File: src/rtl/bcc_defs.svh
/*
 * constants of the backup cache control host: device register numbers,
 * control field positions, own register offsets and refresh timing.
 * assumes inclusion by bare name from the package and the host modules.
 */
`ifndef BCC_DEFS_SVH
`define BCC_DEFS_SVH

// ************************************************************
// device register numbers
// ************************************************************
`define BCC_PR_AW 7
`define BCC_PR_CTL 7'h77
`define BCC_PR_FLUSH_BT 7'h79
`define BCC_PR_FLUSH_PT 7'h7a
`define BCC_PR_ROW_CTR 7'h7c
`define BCC_PR_TAG_DATA 7'h7d

// ************************************************************
// cache_control_reg fields
// ************************************************************
`define BCC_CTL_W 5
`define BCC_FORCE_HIT 0
`define BCC_BACKUP_TAG_ON 1
`define BCC_PRIMARY_TAG_COPY_ON 2
`define BCC_AUTO_REFRESH 3
`define BCC_SLOW_RAM_SELECT 4
`define BCC_CTL_RESET 5'h00

// ************************************************************
// own apb registers
// ************************************************************
`define BCC_OFF_CTRL_REQ 12'h000
`define BCC_OFF_CMD 12'h004
`define BCC_OFF_STATUS 12'h008
`define BCC_OFF_READBACK 12'h00c
`define BCC_OFF_REFRESH_CFG 12'h010
`define BCC_REQ_ALLOW_OFF 8
`define BCC_CMD_READ 0
`define BCC_CMD_FLUSH_BT 1
`define BCC_CMD_FLUSH_PT 2
`define BCC_ST_BUSY 0
`define BCC_ST_REFUSED 1
`define BCC_ST_CTL_LSB 4
`define BCC_ST_ROW_LSB 16

// ************************************************************
// soft refresh timing
// ************************************************************
`define BCC_ROW_W 10
`define BCC_ROWS 1024
`define BCC_REFRESH_WINDOW_NS 1000000
`define BCC_CLK_NS 10
`define BCC_ROW_CYCLES ((`BCC_REFRESH_WINDOW_NS / `BCC_CLK_NS) / `BCC_ROWS)
`define BCC_TMR_W 17

`endif

File: src/rtl/bcc_pkg.sv
/*
 * types of the backup cache control host.
 * assumes bcc_defs.svh on the include path.
 */
`include "bcc_defs.svh"

package bcc_pkg;
    typedef enum logic [7:0]
    {
        BCC_IDLE = 8'h01,
        BCC_FLUSH_BT = 8'h02,
        BCC_FLUSH_PT = 8'h04,
        BCC_PC_FLUSH = 8'h08,
        BCC_WR_CTL = 8'h10,
        BCC_RD_CTL = 8'h20,
        BCC_REF_ROW = 8'h40,
        BCC_REF_TAG = 8'h80
    } bcc_state_t;
endpackage

File: src/rtl/bcc_host.sv
/*
 * host controller of the backup cache control register: takes orders over
 * apb, drives processor-register cycles into the cache tag controller.
 * assumes one clock, a device that acknowledges each cycle, and inputs
 * synchronous to clk.
 */
`timescale 1ns/10ps
`default_nettype none
`include "bcc_defs.svh"

module bcc_host
    import bcc_pkg::*;
(
    input wire logic clk,
    input wire logic rst_n,
    input wire logic psel,
    input wire logic penable,
    input wire logic pwrite,
    input wire logic [11:0] paddr,
    input wire logic [31:0] pwdata,
    output logic [31:0] prdata,
    output logic pready,
    output logic pslverr,
    input wire logic mem_slow_ram,
    input wire logic pcache_on,
    output logic pcache_flush,
    output logic pr_req,
    output logic pr_write,
    output logic [`BCC_PR_AW-1:0] pr_addr,
    output logic [31:0] pr_wdata,
    input wire logic pr_ack,
    input wire logic [31:0] pr_rdata
);
    // ************************************************************
    // declarations
    // ************************************************************
    bcc_state_t state_reg;
    bcc_state_t state_next;
    logic [`BCC_CTL_W-1:0] target_reg;
    logic [`BCC_CTL_W-1:0] shadow_reg;
    logic [`BCC_CTL_W-1:0] target_next;
    logic need_pt_reg;
    logic need_wr_reg;
    logic pending_reg;
    logic refused_reg;
    logic allow_off_reg;
    logic soft_ref_on_reg;
    logic [31:0] readback_reg;
    logic [`BCC_ROW_W-1:0] row_reg;
    logic [`BCC_TMR_W-1:0] tmr_reg;
    logic due_reg;
    logic apb_prep;
    logic apb_fire;
    logic wr_req;
    logic wr_cmd;
    logic wr_status;
    logic wr_refcfg;
    logic idle;
    logic issue;
    logic cyc_write;
    logic [`BCC_PR_AW-1:0] cyc_addr;
    logic [31:0] cyc_wdata;
    logic cyc_done;
    logic [31:0] cyc_rdata;
    logic [31:0] rd_mux;
    logic rd_err;

    assign idle = (state_reg == BCC_IDLE);
    assign apb_prep = psel && penable && !pready;
    assign apb_fire = psel && penable && pready;
    assign wr_req = apb_fire && pwrite && (paddr == `BCC_OFF_CTRL_REQ);
    assign wr_cmd = apb_fire && pwrite && (paddr == `BCC_OFF_CMD);
    assign wr_status = apb_fire && pwrite && (paddr == `BCC_OFF_STATUS);
    assign wr_refcfg = apb_fire && pwrite && (paddr == `BCC_OFF_REFRESH_CFG);

    // ************************************************************
    // requested control value, made safe
    // ************************************************************
    always_comb
    begin
        target_next = pwdata[`BCC_CTL_W-1:0];
        target_next[`BCC_SLOW_RAM_SELECT] = mem_slow_ram;
        if (pcache_on)
        begin
            target_next[`BCC_PRIMARY_TAG_COPY_ON] = 1'b1;
        end
        if (shadow_reg[`BCC_BACKUP_TAG_ON] && !pwdata[`BCC_REQ_ALLOW_OFF])
        begin
            target_next[`BCC_BACKUP_TAG_ON] = 1'b1;
        end
        if (!target_next[`BCC_BACKUP_TAG_ON])
        begin
            target_next[`BCC_FORCE_HIT] = 1'b0;
        end
    end

    // ************************************************************
    // apb slave, one wait state
    // ************************************************************
    always_comb
    begin
        rd_mux = 32'h0;
        rd_err = 1'b0;
        case (paddr)
            `BCC_OFF_CTRL_REQ:
            begin
                rd_mux[`BCC_CTL_W-1:0] = target_reg;
                rd_mux[`BCC_REQ_ALLOW_OFF] = allow_off_reg;
            end
            `BCC_OFF_CMD:
            begin
                rd_mux = 32'h0;
            end
            `BCC_OFF_STATUS:
            begin
                rd_mux[`BCC_ST_BUSY] = !idle;
                rd_mux[`BCC_ST_REFUSED] = refused_reg;
                rd_mux[`BCC_ST_CTL_LSB +: `BCC_CTL_W] = shadow_reg;
                rd_mux[`BCC_ST_ROW_LSB +: `BCC_ROW_W] = row_reg;
            end
            `BCC_OFF_READBACK:
            begin
                rd_mux = readback_reg;
            end
            `BCC_OFF_REFRESH_CFG:
            begin
                rd_mux[0] = soft_ref_on_reg;
            end
            default:
            begin
                rd_err = 1'b1;
            end
        endcase
    end

    always_ff @(posedge clk or negedge rst_n)
    begin
        if (!rst_n)
        begin
            pready <= 1'b0;
            prdata <= 32'h0;
            pslverr <= 1'b0;
        end
        else
        begin
            pready <= apb_prep;
            prdata <= apb_prep && !pwrite ? rd_mux : 32'h0;
            pslverr <= apb_prep && rd_err;
        end
    end

    // ************************************************************
    // configuration and refused flag
    // ************************************************************
    always_ff @(posedge clk or negedge rst_n)
    begin
        if (!rst_n)
        begin
            soft_ref_on_reg <= 1'b1;
            refused_reg <= 1'b0;
        end
        else
        begin
            if (wr_refcfg)
            begin
                soft_ref_on_reg <= pwdata[0];
            end
            // set wins over clear
            if ((wr_req || wr_cmd) && !idle)
            begin
                refused_reg <= 1'b1;
            end
            else if (wr_status && pwdata[`BCC_ST_REFUSED])
            begin
                refused_reg <= 1'b0;
            end
        end
    end

    // ************************************************************
    // sequence state
    // ************************************************************
    always_comb
    begin
        state_next = state_reg;
        case (state_reg)
            BCC_IDLE:
            begin
                if (wr_cmd && pwdata[`BCC_CMD_FLUSH_BT])
                begin
                    state_next = BCC_FLUSH_BT;
                end
                else if (wr_cmd && pwdata[`BCC_CMD_FLUSH_PT])
                begin
                    state_next = BCC_FLUSH_PT;
                end
                else if (wr_cmd && pwdata[`BCC_CMD_READ])
                begin
                    state_next = BCC_RD_CTL;
                end
                else if (wr_req && ((target_next[`BCC_BACKUP_TAG_ON] && !shadow_reg[`BCC_BACKUP_TAG_ON])
                    || (shadow_reg[`BCC_FORCE_HIT] && !target_next[`BCC_FORCE_HIT])))
                begin
                    state_next = BCC_FLUSH_BT;
                end
                else if (wr_req && target_next[`BCC_PRIMARY_TAG_COPY_ON]
                    && !shadow_reg[`BCC_PRIMARY_TAG_COPY_ON])
                begin
                    state_next = BCC_FLUSH_PT;
                end
                else if (wr_req)
                begin
                    state_next = BCC_WR_CTL;
                end
                else if (due_reg)
                begin
                    state_next = BCC_REF_ROW;
                end
            end
            BCC_FLUSH_BT:
            begin
                if (cyc_done)
                begin
                    state_next = need_pt_reg ? BCC_FLUSH_PT : (need_wr_reg ? BCC_WR_CTL : BCC_IDLE);
                end
            end
            BCC_FLUSH_PT:
            begin
                if (cyc_done)
                begin
                    state_next = need_wr_reg ? BCC_PC_FLUSH : BCC_IDLE;
                end
            end
            BCC_PC_FLUSH:
            begin
                state_next = BCC_WR_CTL;
            end
            BCC_WR_CTL:
            begin
                if (cyc_done)
                begin
                    state_next = BCC_RD_CTL;
                end
            end
            BCC_RD_CTL:
            begin
                if (cyc_done)
                begin
                    state_next = BCC_IDLE;
                end
            end
            BCC_REF_ROW:
            begin
                if (cyc_done)
                begin
                    state_next = BCC_REF_TAG;
                end
            end
            BCC_REF_TAG:
            begin
                if (cyc_done)
                begin
                    state_next = BCC_IDLE;
                end
            end
            default:
            begin
                state_next = BCC_IDLE;
            end
        endcase
    end

    always_ff @(posedge clk or negedge rst_n)
    begin
        if (!rst_n)
        begin
            state_reg <= BCC_IDLE;
        end
        else
        begin
            state_reg <= state_next;
        end
    end

    // ************************************************************
    // sequence flags and target
    // ************************************************************
    always_ff @(posedge clk or negedge rst_n)
    begin
        if (!rst_n)
        begin
            target_reg <= `BCC_CTL_RESET;
            allow_off_reg <= 1'b0;
            need_pt_reg <= 1'b0;
            need_wr_reg <= 1'b0;
        end
        else if (idle && wr_req && !wr_cmd)
        begin
            target_reg <= target_next;
            allow_off_reg <= pwdata[`BCC_REQ_ALLOW_OFF];
            need_pt_reg <= target_next[`BCC_PRIMARY_TAG_COPY_ON] && !shadow_reg[`BCC_PRIMARY_TAG_COPY_ON];
            need_wr_reg <= 1'b1;
        end
        else if (idle && wr_cmd)
        begin
            need_pt_reg <= pwdata[`BCC_CMD_FLUSH_BT] && pwdata[`BCC_CMD_FLUSH_PT];
            need_wr_reg <= 1'b0;
        end
    end

    // ************************************************************
    // device cycles
    // ************************************************************
    assign issue = !idle && (state_reg != BCC_PC_FLUSH) && !pending_reg;

    always_comb
    begin
        cyc_write = 1'b1;
        cyc_addr = `BCC_PR_CTL;
        cyc_wdata = 32'h0;
        case (state_reg)
            BCC_FLUSH_BT:
            begin
                cyc_addr = `BCC_PR_FLUSH_BT;
            end
            BCC_FLUSH_PT:
            begin
                cyc_addr = `BCC_PR_FLUSH_PT;
            end
            BCC_WR_CTL:
            begin
                cyc_wdata[`BCC_CTL_W-1:0] = target_reg;
            end
            BCC_RD_CTL:
            begin
                cyc_write = 1'b0;
            end
            BCC_REF_ROW:
            begin
                cyc_addr = `BCC_PR_ROW_CTR;
                cyc_wdata[`BCC_ROW_W-1:0] = row_reg;
            end
            BCC_REF_TAG:
            begin
                cyc_write = 1'b0;
                cyc_addr = `BCC_PR_TAG_DATA;
            end
            default:
            begin
                cyc_write = 1'b1;
            end
        endcase
    end

    always_ff @(posedge clk or negedge rst_n)
    begin
        if (!rst_n)
        begin
            pending_reg <= 1'b0;
        end
        else if (cyc_done)
        begin
            pending_reg <= 1'b0;
        end
        else if (issue)
        begin
            pending_reg <= 1'b1;
        end
    end

    bcc_cycle u_cycle
    (
        .clk(clk),
        .rst_n(rst_n),
        .start(issue),
        .write(cyc_write),
        .addr(cyc_addr),
        .wdata(cyc_wdata),
        .done(cyc_done),
        .rdata(cyc_rdata),
        .pr_req(pr_req),
        .pr_write(pr_write),
        .pr_addr(pr_addr),
        .pr_wdata(pr_wdata),
        .pr_ack(pr_ack),
        .pr_rdata(pr_rdata)
    );

    // ************************************************************
    // primary cache flush pulse
    // ************************************************************
    always_ff @(posedge clk or negedge rst_n)
    begin
        if (!rst_n)
        begin
            pcache_flush <= 1'b0;
        end
        else
        begin
            pcache_flush <= (state_reg == BCC_PC_FLUSH);
        end
    end

    // ************************************************************
    // readback and shadow
    // ************************************************************
    always_ff @(posedge clk or negedge rst_n)
    begin
        if (!rst_n)
        begin
            // device resets these bits to zero
            shadow_reg <= `BCC_CTL_RESET;
            readback_reg <= 32'h0;
        end
        else if (cyc_done && (state_reg == BCC_RD_CTL))
        begin
            shadow_reg <= cyc_rdata[`BCC_CTL_W-1:0];
            readback_reg <= cyc_rdata;
        end
    end

    // ************************************************************
    // soft refresh timer and row
    // ************************************************************
    always_ff @(posedge clk or negedge rst_n)
    begin
        if (!rst_n)
        begin
            tmr_reg <= '0;
            due_reg <= 1'b0;
            row_reg <= '0;
        end
        else
        begin
            if (shadow_reg[`BCC_AUTO_REFRESH] || !soft_ref_on_reg)
            begin
                tmr_reg <= '0;
                due_reg <= 1'b0;
            end
            else if (tmr_reg == `BCC_TMR_W'(`BCC_ROW_CYCLES - 1))
            begin
                tmr_reg <= '0;
                due_reg <= 1'b1;
            end
            else
            begin
                tmr_reg <= tmr_reg + `BCC_TMR_W'(1);
                if (state_reg == BCC_REF_ROW)
                begin
                    due_reg <= 1'b0;
                end
            end
            if (cyc_done && (state_reg == BCC_REF_TAG))
            begin
                row_reg <= row_reg + `BCC_ROW_W'(1);
            end
        end
    end
endmodule
`default_nettype wire

File: src/rtl/bcc_cycle.sv
/*
 * one processor-register cycle on the device port: request held until ack.
 * assumes the device pulses ack for one cycle while the request stands.
 */
`timescale 1ns/10ps
`default_nettype none
`include "bcc_defs.svh"

module bcc_cycle
    import bcc_pkg::*;
(
    input wire logic clk,
    input wire logic rst_n,
    input wire logic start,
    input wire logic write,
    input wire logic [`BCC_PR_AW-1:0] addr,
    input wire logic [31:0] wdata,
    output logic done,
    output logic [31:0] rdata,
    output logic pr_req,
    output logic pr_write,
    output logic [`BCC_PR_AW-1:0] pr_addr,
    output logic [31:0] pr_wdata,
    input wire logic pr_ack,
    input wire logic [31:0] pr_rdata
);
    // ************************************************************
    // request and completion
    // ************************************************************
    always_ff @(posedge clk or negedge rst_n)
    begin
        if (!rst_n)
        begin
            pr_req <= 1'b0;
            pr_write <= 1'b0;
            pr_addr <= '0;
            pr_wdata <= 32'h0;
            done <= 1'b0;
            rdata <= 32'h0;
        end
        else
        begin
            done <= 1'b0;
            if (pr_req && pr_ack)
            begin
                pr_req <= 1'b0;
                done <= 1'b1;
                if (!pr_write)
                begin
                    rdata <= pr_rdata;
                end
            end
            else if (start && !pr_req)
            begin
                pr_req <= 1'b1;
                pr_write <= write;
                pr_addr <= addr;
                pr_wdata <= wdata;
            end
        end
    end
endmodule
`default_nettype wire

File: config.mk
export PLATFORM = sky130hd
export DESIGN_NAME = bcc_host
export DESIGN_NICKNAME = d
export VERILOG_FILES = /design/src/rtl/bcc_pkg.sv /design/src/rtl/bcc_host.sv /design/src/rtl/bcc_cycle.sv
export VERILOG_INCLUDE_DIRS = /design/src /design/src/rtl
export SDC_FILE = /design/constraint.sdc
export NUM_CORES = 1
export LEC_CHECK = 0
export BUFFER_PORTS_ARGS = -buffer_cell sky130_fd_sc_hd__buf_2
export CAP_MARGIN = 25
export CORE_UTILIZATION = 40
export DETAILED_ROUTE_END_ITERATION = 10
export GPL_TIMING_DRIVEN = 0
export SYNTH_ARGS = -nofsm -noshare
export SYNTH_HDL_FRONTEND = slang
export SYNTH_HIERARCHICAL = 1
export SYNTH_SLANG_ARGS = --single-unit
export TNS_END_PERCENT = 20
File: constraint.sdc
create_clock -name clk -period 3.6 [get_ports clk]
set_clock_uncertainty 0.2 [all_clocks]
set_input_delay 0.18 -clock clk [delete_from_list [all_inputs] [get_ports clk]]
set_output_delay 0.18 -clock clk [all_outputs]
set_load 0.1 [all_outputs]
==> results of run 1 <==
[metrics by stage]
stage	utilization, %	hold WS (ns)	cells	area, sq um
after floorplan	-	-0.3156	665	8346
after global placement	46.15	0.2126	1066	9339
after detailed placement	46.34	0.04836	1067	9376
after CTS	51.92	0.05518	1150	10510
after global routing	51.92	0.1256	1150	10510
final	51.92	0.1130	1150	10510
[metal layers]
layer / part of all wire, % / global-route usage (%) / vias to the layer above
li1: - / - / 2694
met1: 49 / 24.17 / 2764
met2: 46 / 27.49 / 122
met3: 3.3 / 3.386 / 17
met4: 1.7 / 6.053 / 0
met5: 0 / 0 / -
[cell type report]
| cell class | count | share of cell area (%) |
|---|---|---|
| multi-input combinational | 428 | 31.54 |
| buffer | 32 | 2.489 |
| clock buffer | 17 | 4.049 |
| inverter | 17 | 0.6074 |
| sequential | 188 | 44.80 |
| clock inverter | 15 | 1.846 |
| timing repair buffer | 183 | 11.46 |
| tap | 270 | 3.215 |
[where the power goes]
part | internal [uW] | total [uW] | switching (uW)
registers | 2130 | 2140 | 9.27
logic | 95.4 | 307 | 212
clock network | 1010 | 1930 | 920
[Yosys cell counts, types with 4 or more instances]
master / instances
inv_1: 17
a22oi_1: 16
mux2_1: 4
and3_1: 23
nand2_1: 33
nor2b_1: 4
mux2_4: 41
clkbuf_1: 11
nor2_1: 55
nand4_1: 11
xnor2_1: 18
nor4_1: 6
buf_12: 4
nor3_1: 10
nand2b_1: 10
dfrtp_1: 186
nand3_1: 9
a21oi_1: 11
mux2_2: 65
xor2_1: 10
a22o_1: 6
buf_6: 9
buf_2: 7
o21ai_0: 11
and2_1: 6
[critical path: stages]
cell and delay, ns:
dlygate4sd3_1 0.53, buf_2 0.19, nor2_1 0.43, nand4_1 0.24
nor4_1 0.71, nand2_1 0.13, dlygate4sd3_1 0.59, nand2_1 0.06
[placed cells by master (no fill, tap or decap), types with 5 or more instances in the layout]
cell and n:
clkbuf_1 11, mux2_4 41, mux2_2 65, nand2_1 33, nor3_1 10, nand3_1 9, conb_1 25, clkbuf_16 17
xnor2_1 18, xor2_1 10, a22o_1 6, nand2b_1 10, nand4_1 11, dlygate4sd3_1 51, and2_1 6, a22oi_1 16
buf_2 137, and3_1 23, buf_6 9, inv_1 17, inv_8 5, dfrtp_1 186, nor2_1 55, nor4_1 6
o21ai_0 11, a21oi_1 11
[final timing paths]
check,end
min reg2reg,readback_reg[15]
min in group asynchronous,u_cycle/pr_wdata[27]
min,refused_reg
max reg2reg,target_reg[4]
max,target_reg[4]
max in group asynchronous,prdata[7]
[logic make-up after synthesis]
| kind of cell | Yosys count | share of synthesized area, % |
|---|---|---|
| AND/OR/NAND/NOR | 189 | 12.50 |
| other | 2 | 0.09093 |
| AO/OA/AOI/OAI | 72 | 6.075 |
| multiplexers | 111 | 16.98 |
| flip-flops | 188 | 56.99 |
| XOR/XNOR | 28 | 2.969 |
| adder cells (fa/ha/maj) | 3 | 0.4545 |
| buffers and inverters | 49 | 3.939 |
[repair_timing]
action / CTS / global route
hold buffers: 51 / 0
endpoints found under the hold margin: 144 / 0
buffers inserted: 0 / 0
==> impl_results.rst, run 1 <==
.. list-table::
   :header-rows: 1

   * - Metric
     - Value
   * - DR WL/cell
     - 15.26 um
   * - Overall die area
     - 21230 sq um
   * - # resized after CTS
     - 0
   * - Area of the mapped netlist
     - 8259 sq um
   * - Unrepaired setup endpoints after global routing
     - no
   * - Total global routing track utilization
     - 17.48%
   * - Vias in the first global route
     - 5602
   * - Vert. Die Dim
     - 145.7 um
   * - Worst min path class
     - in2reg
   * - TritonCTS clock tree
     - yes
   * - Starting utilization of the core area
     - 40.82%
   * - Slew at the pin with the worst max-slew slack
     - 0.8664 ns
   * - Initial drt markers
     - 213
   * - Number of fill cells
     - 1823
   * - CP Data Required Time
     - 3.77 ns
   * - Post-route ant nets
     - 0
   * - Number of port buffers
     - 131
   * - Worst Min Path Start
     - psel
   * - Count of flip-flops with a built-in enable after synthesis
     - 0
   * - Status
     - complete, no violations
   * - Max Freq
     - 345.2 MHz
   * - Setup TNS Final
     - 0 ns
   * - Power density normalized to cell area
     - 416.2 nW/um^2
   * - Horiz. Die Dim
     - 145.7 um
   * - Leakage
     - 0.005188 uW
   * - Share of the clock period used by the worst path
     - 80.46%
   * - Ys Warns
     - 6
   * - Level count of the clock H-tree
     - 4
   * - Layout cell share with drive strength beyond 1
     - 34.89%
   * - Number of clock sinks seen by CTS
     - 188
   * - Minimum period implied by the final worst setup slack
     - 2.897 ns
   * - Maximum Capacitance Violations
     - 0
   * - Worst flop-to-flop path startpoint
     - state_reg[6]
   * - Hold Violations, Final
     - 0
   * - Fraction of the yosys area taken by sequential cells
     - 56.99%
   * - Overall power
     - 4373 uW
   * - Critical-path maximum fanout
     - 10
   * - GP Congestion
     - 0.8264
   * - Max-slew headroom
     - 41.71%
   * - Flop2flop setup slack
     - 0.72 ns
   * - Classification of the worst setup path
     - in2reg
   * - Hold Path Stages
     - 4
   * - Biggest area contributors in the synthesized netlist
     - dfrtp_1, mux2_2, mux2_4
   * - Area occupied by multi-input gates
     - 3313 sq um
   * - Top flip-flop cell by instance count after synthesis
     - dfrtp_1
   * - Top cell type by total area after synthesis
     - dfrtp_1
   * - # diodes
     - 0
   * - Largest registers ranked by flip-flop count
     - prdata: 32 flops, u_cycle/pr_wdata: 32 flops, u_cycle/rdata: 32 flops
   * - CP startpoint
     - paddr[3]
   * - Sequential Area
     - 4707 sq um
   * - Maximum number of pins on one net before global-route repair
     - 96
   * - Final worst setup slack
     - 0.7034 ns
   * - Total wire length after detailed routing
     - 17550 um
   * - Detail Placement HPWL
     - 12440 um
   * - Fraction of post-synthesis cell area in the top cell type by area
     - 56.36%
   * - TritonCTS Buffers
     - 17
   * - Clk Latency, worst-skew pair
     - 0.44 ns
   * - Count of endpoints failing setup in the final report
     - 0
   * - Synth-to-layout area growth
     - 27.21%
   * - Placement Rows
     - 52
   * - Clk pin slew, worst setup/hold paths
     - 0.08 ns
   * - Flip-flop and latch count after synthesis
     - 188
   * - Initial antenna violation count
     - 0
   * - Post-layout net count
     - 954
   * - Cells on worst reg2reg path
     - 6
   * - Congestion Overflow GR
     - 0
   * - Remaining routing DRC violations
     - 0
   * - Launching element type of the critical path
     - input port
   * - First-pass GRT wire length
     - 29260 um
   * - Max IR drop VDD
     - 354.2 uV
   * - Data arrival time of the critical path
     - 3.06 ns
   * - Post-DR vias/cell
     - 4.867
   * - Clock buffer depth
     - 2
   * - Syn_area_per_cell
     - 12.86 sq um
   * - Root buffer cell
     - clkbuf_16
   * - Async SR Flop Fraction
     - 100.0%
   * - Unique cell type count in the Yosys netlist
     - 63
   * - Ports
     - 160
   * - Overall via count from detail_route
     - 5597
   * - Post-Syn Instances
     - 642
   * - Placement-stage worst setup slack
     - 0.8201 ns
   * - First-pass detailed-route iteration total
     - 4
   * - Floorplan Core Area
     - 20230 sq um
   * - Kind of end point of the critical path
     - flip-flop
   * - Number of slew-limit violations in the final report
     - 0
(Power assumes the default switching activity.)
==> run 2: changes to the inputs <==
--- a/config.mk
+++ b/config.mk
@@ -6,6 +6,7 @@
 export SDC_FILE = /design/constraint.sdc
 export NUM_CORES = 1
 export LEC_CHECK = 0
+export ABC_AREA = 1
 export BUFFER_PORTS_ARGS = -buffer_cell sky130_fd_sc_hd__buf_2
 export CAP_MARGIN = 25
 export CORE_UTILIZATION = 40
==> constraint.sdc (replaced) <==
create_clock -name clk -period 2.6 [get_ports clk]
set_clock_uncertainty 0.2 [all_clocks]
set_input_delay 0.13 -clock clk [delete_from_list [all_inputs] [get_ports clk]]
set_output_delay 0.13 -clock clk [all_outputs]
set_load 0.1 [all_outputs]
==> run 2 against run 1 <==
Compared with the run above: core utilization up 0.061 points; hold slack worse by 0.099 ns; first-iteration DRC count up 52%; cell count up 25%; combinational power rose to 13 times the previous value; die area up 5.1%; routed wire length up 16%; flip-flop and latch count unchanged; non-clock buffer count up 14; largest cell class unchanged; largest power group is now combinational logic.
==> impl_results.rst, run 2 <==
.. list-table::
   :header-rows: 1

   * - Metric
     - Value
   * - Fraction of post-synthesis cell area in the top cell type by area
     - 53.60%
   * - Ranking of synthesized cells by instance count
     - nand2_1, dfrtp_1, nand3_1
   * - First-pass detailed-route iteration total
     - 5
   * - Number of port buffers
     - 131
   * - Post-route cell area
     - 11000 sq um
   * - Most used standard cell by instance count after synthesis
     - nand2_1
   * - TritonCTS clock tree
     - yes
   * - Met3 global-route usage
     - 3.700%
   * - Fraction of power consumed by sequential logic
     - 36.3%
   * - Dpl cell area
     - 9807 sq um
   * - Clock buffer depth
     - 2
   * - Unrepaired setup endpoints after global routing
     - no
   * - # diodes
     - 0
   * - Placement Rows
     - 53
   * - Top cell type by total area after synthesis
     - dfrtp_1
   * - Post-DR vias/cell
     - 4.753
   * - Area of the mapped netlist
     - 8683 sq um
   * - Initial drt markers
     - 323
   * - Final Util
     - 51.98%
   * - Overall die area
     - 22300 sq um
   * - Ports
     - 160
   * - Top flip-flop cell by instance count after synthesis
     - dfrtp_1
   * - Unique cell type count in the Yosys netlist
     - 44
   * - Post-layout net count
     - 1241
   * - Worst flop-to-flop path startpoint
     - u_cycle/pr_write
   * - Synth-to-layout area growth
     - 26.64%
   * - Maximum Capacitance Violations
     - 0
   * - Global-route met1 utilization
     - 26.21%
   * - GP Congestion
     - 0.8424
   * - Power density normalized to cell area
     - 960.9 nW/um^2
   * - Overall power
     - 10570 uW
   * - Vert. Die Dim
     - 149.3 um
   * - Starting utilization of the core area
     - 41.05%
   * - Hold Violations, Final
     - 0
   * - Root buffer cell
     - clkbuf_16
   * - Share of the clock period used by the worst path
     - 94.07%
   * - Switching share of power
     - 43.74%
   * - Count of non-filler cells in the finished layout
     - 1442
   * - DR WL/cell
     - 14.15 um
   * - Most Crowded Layer GR
     - met2
   * - Layout cell share with drive strength beyond 1
     - 25.19%
   * - Classification of the worst setup path
     - in2reg
   * - Leakage
     - 0.005613 uW
   * - Commonest non-fill, non-tap cells in the layout
     - nand2_1, dfrtp_1, buf_2
   * - Vias in the first global route
     - 6796
   * - Maximum number of pins on one net before global-route repair
     - 107
   * - TritonCTS Buffers
     - 17
   * - Congestion Overflow GR
     - 0
   * - Max IR drop VDD
     - 568.9 uV
   * - Level count of the clock H-tree
     - 4
   * - Count of flip-flops with a built-in enable after synthesis
     - 0
   * - Number of slew-limit violations in the final report
     - 0
   * - Post-route ant nets
     - 0
   * - Number of fill cells
     - 1997
   * - Buffer count from post-CTS setup fixing
     - 0
   * - Critical-path maximum fanout
     - 10
   * - Max-slew headroom
     - 57.54%
   * - Syn_area_per_cell
     - 9.398 sq um
   * - Flip-flop and latch count after synthesis
     - 188
   * - Destination of the worst register-to-register timing path
     - u_cycle/rdata[24]
   * - Internal power
     - 5945 uW
   * - Critical path capture point
     - prdata[26]
   * - Max Freq
     - 408.9 MHz
   * - Fraction of the yosys area taken by sequential cells
     - 54.21%
   * - Launching element type of the critical path
     - input port
   * - Count of endpoints failing setup in the final report
     - 0
   * - Ys Warns
     - 6
   * - Kind of end point of the critical path
     - flip-flop
   * - CP startpoint
     - penable
   * - Flop2flop setup slack
     - 0.45 ns
   * - Clk pin slew, worst setup/hold paths
     - 0.08 ns
   * - Net Sw Power
     - 4622 uW
   * - Initial antenna violation count
     - 0
   * - Status
     - complete, no violations
   * - Async SR Flop Fraction
     - 100.0%
   * - Horiz. Die Dim
     - 149.3 um
   * - Most frequent standard cell in the layout excluding fill and tap cells
     - nand2_1
   * - Clock Power Share
     - 25.9%
   * - First-pass GRT wire length
     - 33890 um
   * - Detail Placement HPWL
     - 14480 um
   * - Slew at the pin with the worst max-slew slack
     - 0.6369 ns
   * - Global-route track usage on met2
     - 32.02%
   * - Floorplan Core Area
     - 21150 sq um
   * - Clk Latency, worst-skew pair
     - 0.43 ns
   * - Post-Syn Instances
     - 924
   * - Minimum period implied by the final worst setup slack
     - 2.446 ns
   * - Worst min path class
     - in2reg
   * - Remaining routing DRC violations
     - 0
   * - CP Data Required Time
     - 2.75 ns
   * - Total wire length after detailed routing
     - 20400 um
   * - Biggest area contributors in the synthesized netlist
     - dfrtp_1, nand2_1, mux2_4
   * - Largest registers ranked by flip-flop count
     - prdata: 32 flops, u_cycle/pr_wdata: 32 flops, u_cycle/rdata: 32 flops
   * - Cells on worst reg2reg path
     - 5
   * - Number of clock sinks seen by CTS
     - 188
   * - Number of instances in the placed design
     - 1354
   * - Total global routing track utilization
     - 19.45%
   * - Data arrival time of the critical path
     - 2.59 ns
   * - Overall via count from detail_route
     - 6854
   * - Comb pwr share
     - 37.8%
run 2: how the worst min path moves through the flow:
stage,from,to,slack [ns],cells after the start
global placement,mem_slow_ram,target_reg[4],0.15,3
detailed placement,rst_n,pcache_flush,-0.02,1
floorplan,rst_n,allow_off_reg,-0.37,0
CTS,paddr[0],prdata[3],0.007,6
finish,paddr[8],pslverr,0.01,7
global route,paddr[0],prdata[2],0.06,6
run 2: through the flow:
stage	TNS (ns)	hold WS [ns]	setup slack, ns
after floorplan	0	-0.3656	0.4021
after global placement	-361.77	0.1456	-1.956
after detailed placement	0	-0.02422	0.5140
after CTS	0	0.007290	0.09208
after global routing	0	0.05510	0.01380
final	0	0.01366	0.1543
run 2: area by class of cell:
class / instances / area [sq um] / share of cell area, %
plain buffers: 41 / 311.5 / 2.833
clock buffers: 18 / 439.2 / 3.994
clock inverters: 14 / 185.2 / 1.684
inverters: 60 / 227.7 / 2.071
multi-input cells: 658 / 3528 / 32.09
flip-flops and latches: 188 / 4707 / 42.80
well taps: 275 / 344.1 / 3.129
repair buffers: 188 / 1254 / 11.40
run 2: worst max-delay path, stage by stage:
cell and delay [ns]:
dlygate4sd3_1 0.53, buf_2 0.10, nand2_1 0.09, dlygate4sd3_1 0.59, nor2_2 0.13, inv_1 0.06
nor2_2 0.28, clkbuf_1 0.43, nand2_1 0.09, nor2_1 0.15
run 2: cells by family after synthesis:
family	Yosys count	share of synthesized area (%)
adder cells (fa/ha/maj)	3	0.4323
buffers and inverters	101	6.211
flip-flops	188	54.21
other	2	0.08649
multiplexers	32	5.360
AND/OR/NAND/NOR	522	28.34
XOR/XNOR	14	1.412
AO/OA/AOI/OAI	62	3.948
run 2: power groups by stage:
stage          sequential, uW  clock (uW)  combinational, uW
3_5_place_dp             3890           0               3930
2_1_floorplan            5600           0               1420
3_3_place_gp             3870           0               3880
4_1_cts                  3840        2820               4010
5_1_grt                  3910        2910               4310
6_report                 3830        2740               3990
run 2: repair_timing:
item                                    CTS  global route
endpoints found under the hold margin   141             0
gates resized for setup                   0             1
endpoints found under the setup margin    0             1
hold buffers                             56             0
run 2: layer usage:
layer,wire length [um],share of wire (%)
met5,0,0
met2,9766,48
met4,199,0.98
met1,9744,48
met3,691,3.4
==> run 3: changes to the inputs <==
--- a/config.mk
+++ b/config.mk
@@ -8,10 +8,11 @@
 export LEC_CHECK = 0
 export ABC_AREA = 1
 export BUFFER_PORTS_ARGS = -buffer_cell sky130_fd_sc_hd__buf_2
-export CAP_MARGIN = 25
+export CAP_MARGIN = 20
 export CORE_UTILIZATION = 40
 export DETAILED_ROUTE_END_ITERATION = 10
 export GPL_TIMING_DRIVEN = 0
+export MAX_ROUTING_LAYER = met4
 export SYNTH_ARGS = -nofsm -noshare
 export SYNTH_HDL_FRONTEND = slang
 export SYNTH_HIERARCHICAL = 1
==> constraint.sdc (replaced) <==
create_clock -name clk -period 2.6 [get_ports clk]
set_clock_uncertainty 0.2 [all_clocks]
set_input_delay 0.26 -clock clk [delete_from_list [all_inputs] [get_ports clk]]
set_output_delay 0.26 -clock clk [all_outputs]
set_load 0.1 [all_outputs]
==> run 3 against run 2 <==
Compared with the run above: sequential power about the same; flip-flop and latch count did not move; sequential share of layout area is 0.39 points higher; largest cell class unchanged.
==> impl_results.rst, run 3 (same netlist as run 2, synthesis figures left out) <==
.. list-table::
   :header-rows: 1

   * - Metric
     - Value
   * - Max Freq
     - 415.5 MHz
   * - Overall via count from detail_route
     - 6818
   * - Detail Placement HPWL
     - 14480 um
   * - Worst min path class
     - in2reg
   * - Internal power
     - 5926 uW
   * - Kind of end point of the critical path
     - flip-flop
   * - Horiz. Die Dim
     - 149.3 um
   * - Overall power
     - 10540 uW
   * - Commonest non-fill, non-tap cells in the layout
     - nand2_1, dfrtp_1, buf_2
   * - Max IR drop VDD
     - 568.9 uV
   * - Comb pwr share
     - 37.6%
   * - Initial drt markers
     - 343
   * - Maximum number of pins on one net before global-route repair
     - 107
   * - Count of endpoints failing setup in the final report
     - 0
   * - Synth-to-layout area growth
     - 25.50%
   * - Overall die area
     - 22300 sq um
   * - Minimum period implied by the final worst setup slack
     - 2.406 ns
   * - Placement-stage worst setup slack
     - 0.5140 ns
   * - Leakage
     - 0.005590 uW
   * - First-pass GRT wire length
     - 33700 um
   * - Share of the clock period used by the worst path
     - 92.56%
   * - Placement Rows
     - 53
   * - Root buffer cell
     - clkbuf_16
   * - Total wire length after detailed routing
     - 20230 um
   * - Starting utilization of the core area
     - 41.05%
   * - Critical-path maximum fanout
     - 10
   * - Total global routing track utilization
     - 19.93%
   * - Remaining routing DRC violations
     - 0
   * - Post-route ant nets
     - 0
   * - Clk Latency, worst-skew pair
     - 0.43 ns
   * - Number of clock sinks seen by CTS
     - 188
   * - First-pass detailed-route iteration total
     - 6
   * - Hold Violations, Final
     - 0
   * - Ports
     - 160
   * - GP Congestion
     - 0.8555
   * - Vert. Die Dim
     - 149.3 um
   * - Status
     - complete, no violations
   * - Vias in the first global route
     - 6738
   * - Clk pin slew, worst setup/hold paths
     - 0.07 ns
   * - Launching element type of the critical path
     - input port
   * - Classification of the worst setup path
     - in2reg
   * - Level count of the clock H-tree
     - 4
   * - CP Data Required Time
     - 2.73 ns
   * - Number of slew-limit violations in the final report
     - 0
   * - Most frequent standard cell in the layout excluding fill and tap cells
     - nand2_1
   * - Data arrival time of the critical path
     - 2.54 ns
   * - Clock Power Share
     - 26.0%
   * - Post-layout net count
     - 1231
   * - Largest registers ranked by flip-flop count
     - prdata: 32 flops, u_cycle/pr_wdata: 32 flops, u_cycle/rdata: 32 flops
   * - Power density normalized to cell area
     - 966.7 nW/um^2
   * - # diodes
     - 0
   * - Maximum Capacitance Violations
     - 0
   * - DR WL/cell
     - 14.13 um
   * - Floorplan Core Area
     - 21150 sq um
   * - Max-slew headroom
     - 57.55%
   * - Unrepaired setup endpoints after global routing
     - no
   * - TritonCTS Buffers
     - 17
   * - TritonCTS clock tree
     - yes
   * - Number of port buffers
     - 131
   * - Final worst setup slack
     - 0.1935 ns
   * - Slew at the pin with the worst max-slew slack
     - 0.6367 ns
   * - Initial antenna violation count
     - 0
   * - Switching share of power
     - 43.75%
   * - Clock buffer depth
     - 2
   * - Post-DR vias/cell
     - 4.761
   * - Fraction of power consumed by sequential logic
     - 36.4%
   * - Layout cell share with drive strength beyond 1
     - 25.41%
   * - Net Sw Power
     - 4610 uW
   * - Congestion Overflow GR
     - 0
-- run 3: cell types whose count changed in the layout (fill, tap and decap cells not counted), sizes merged --
cell	delta
dlygate4sd3	-10
-- run 3: what timing repair did --
action	in CTS	in global routing
resized for setup	0	3
setup endpoints to repair	0	14
hold buffers	46	0
setup buffers	0	0
endpoints found under the hold margin	127	0
-- run 3: stage by stage --
stage	utilization (%)	cells	hold slack [ns]	instance area, sq um	setup TNS, ns
finish	51.52	1432	0.05979	10900	0
global route	51.52	1432	0.07427	10900	0
CTS	51.49	1432	0.03907	10890	0
detailed placement	46.36	1354	0.1058	9807	0
global placement	46.18	1353	0.2483	9769	-386.21
floorplan	-	947	-0.2356	8770	0
-- run 3: worst paths after layout --
check                      depth (start not counted)          endpoint         start  slack [ns]
min reg2reg                                        1        tmr_reg[0]    tmr_reg[0]        0.26
max                                               10        prdata[24]       penable        0.19
max reg2reg                                        8    u_cycle/pr_req  state_reg[7]        0.52
min                                                5         prdata[6]      paddr[3]        0.06
max in group asynchronous                          3  readback_reg[26]         rst_n        1.05
min in group asynchronous                          2      pcache_flush         rst_n        0.21
-- run 3: worst max-delay path, stage by stage --
cell and delay (ns):
dlygate4sd3_1 0.53, buf_2 0.10, nand2_1 0.09, dlygate4sd3_1 0.60, nor2_2 0.13, inv_1 0.09, nor2_4 0.18, inv_2 0.12
clkbuf_1 0.23, a21oi_1 0.21
-- run 3: area by class of cell --
| type | instances | area (sq um) |
|---|---|---|
| Inverter | 60 | 227.7 |
| Fill cell | 2015 | 10260 |
| Buffer | 41 | 312.8 |
| Multi-Input combinational cell | 658 | 3528 |
| Sequential cell | 188 | 4707 |
| Clock inverter | 14 | 185.2 |
| Tap cell | 275 | 344.1 |
| Clock buffer | 18 | 439.2 |
| Timing Repair Buffer | 178 | 1154 |
-- run 3: layer usage --
layer / global-route usage, % / share of wire, % / vias up
li1: - / - / 3447
met1: 26.37 / 48 / 3210
met2: 31.65 / 47 / 144
met3: 3.364 / 3.8 / 17
met4: 5.306 / 1.1 / 0
met5: - / 0 / -
-- run 3: power by group through the flow --
stage | registers [uW] | logic, uW | clock network [uW]
finish | 3830 | 3970 | 2740
global route | 3910 | 4290 | 2910
CTS | 3840 | 3990 | 2820
detailed placement | 3890 | 3930 | 0
global placement | 3870 | 3880 | 0
floorplan | 5600 | 1420 | 0
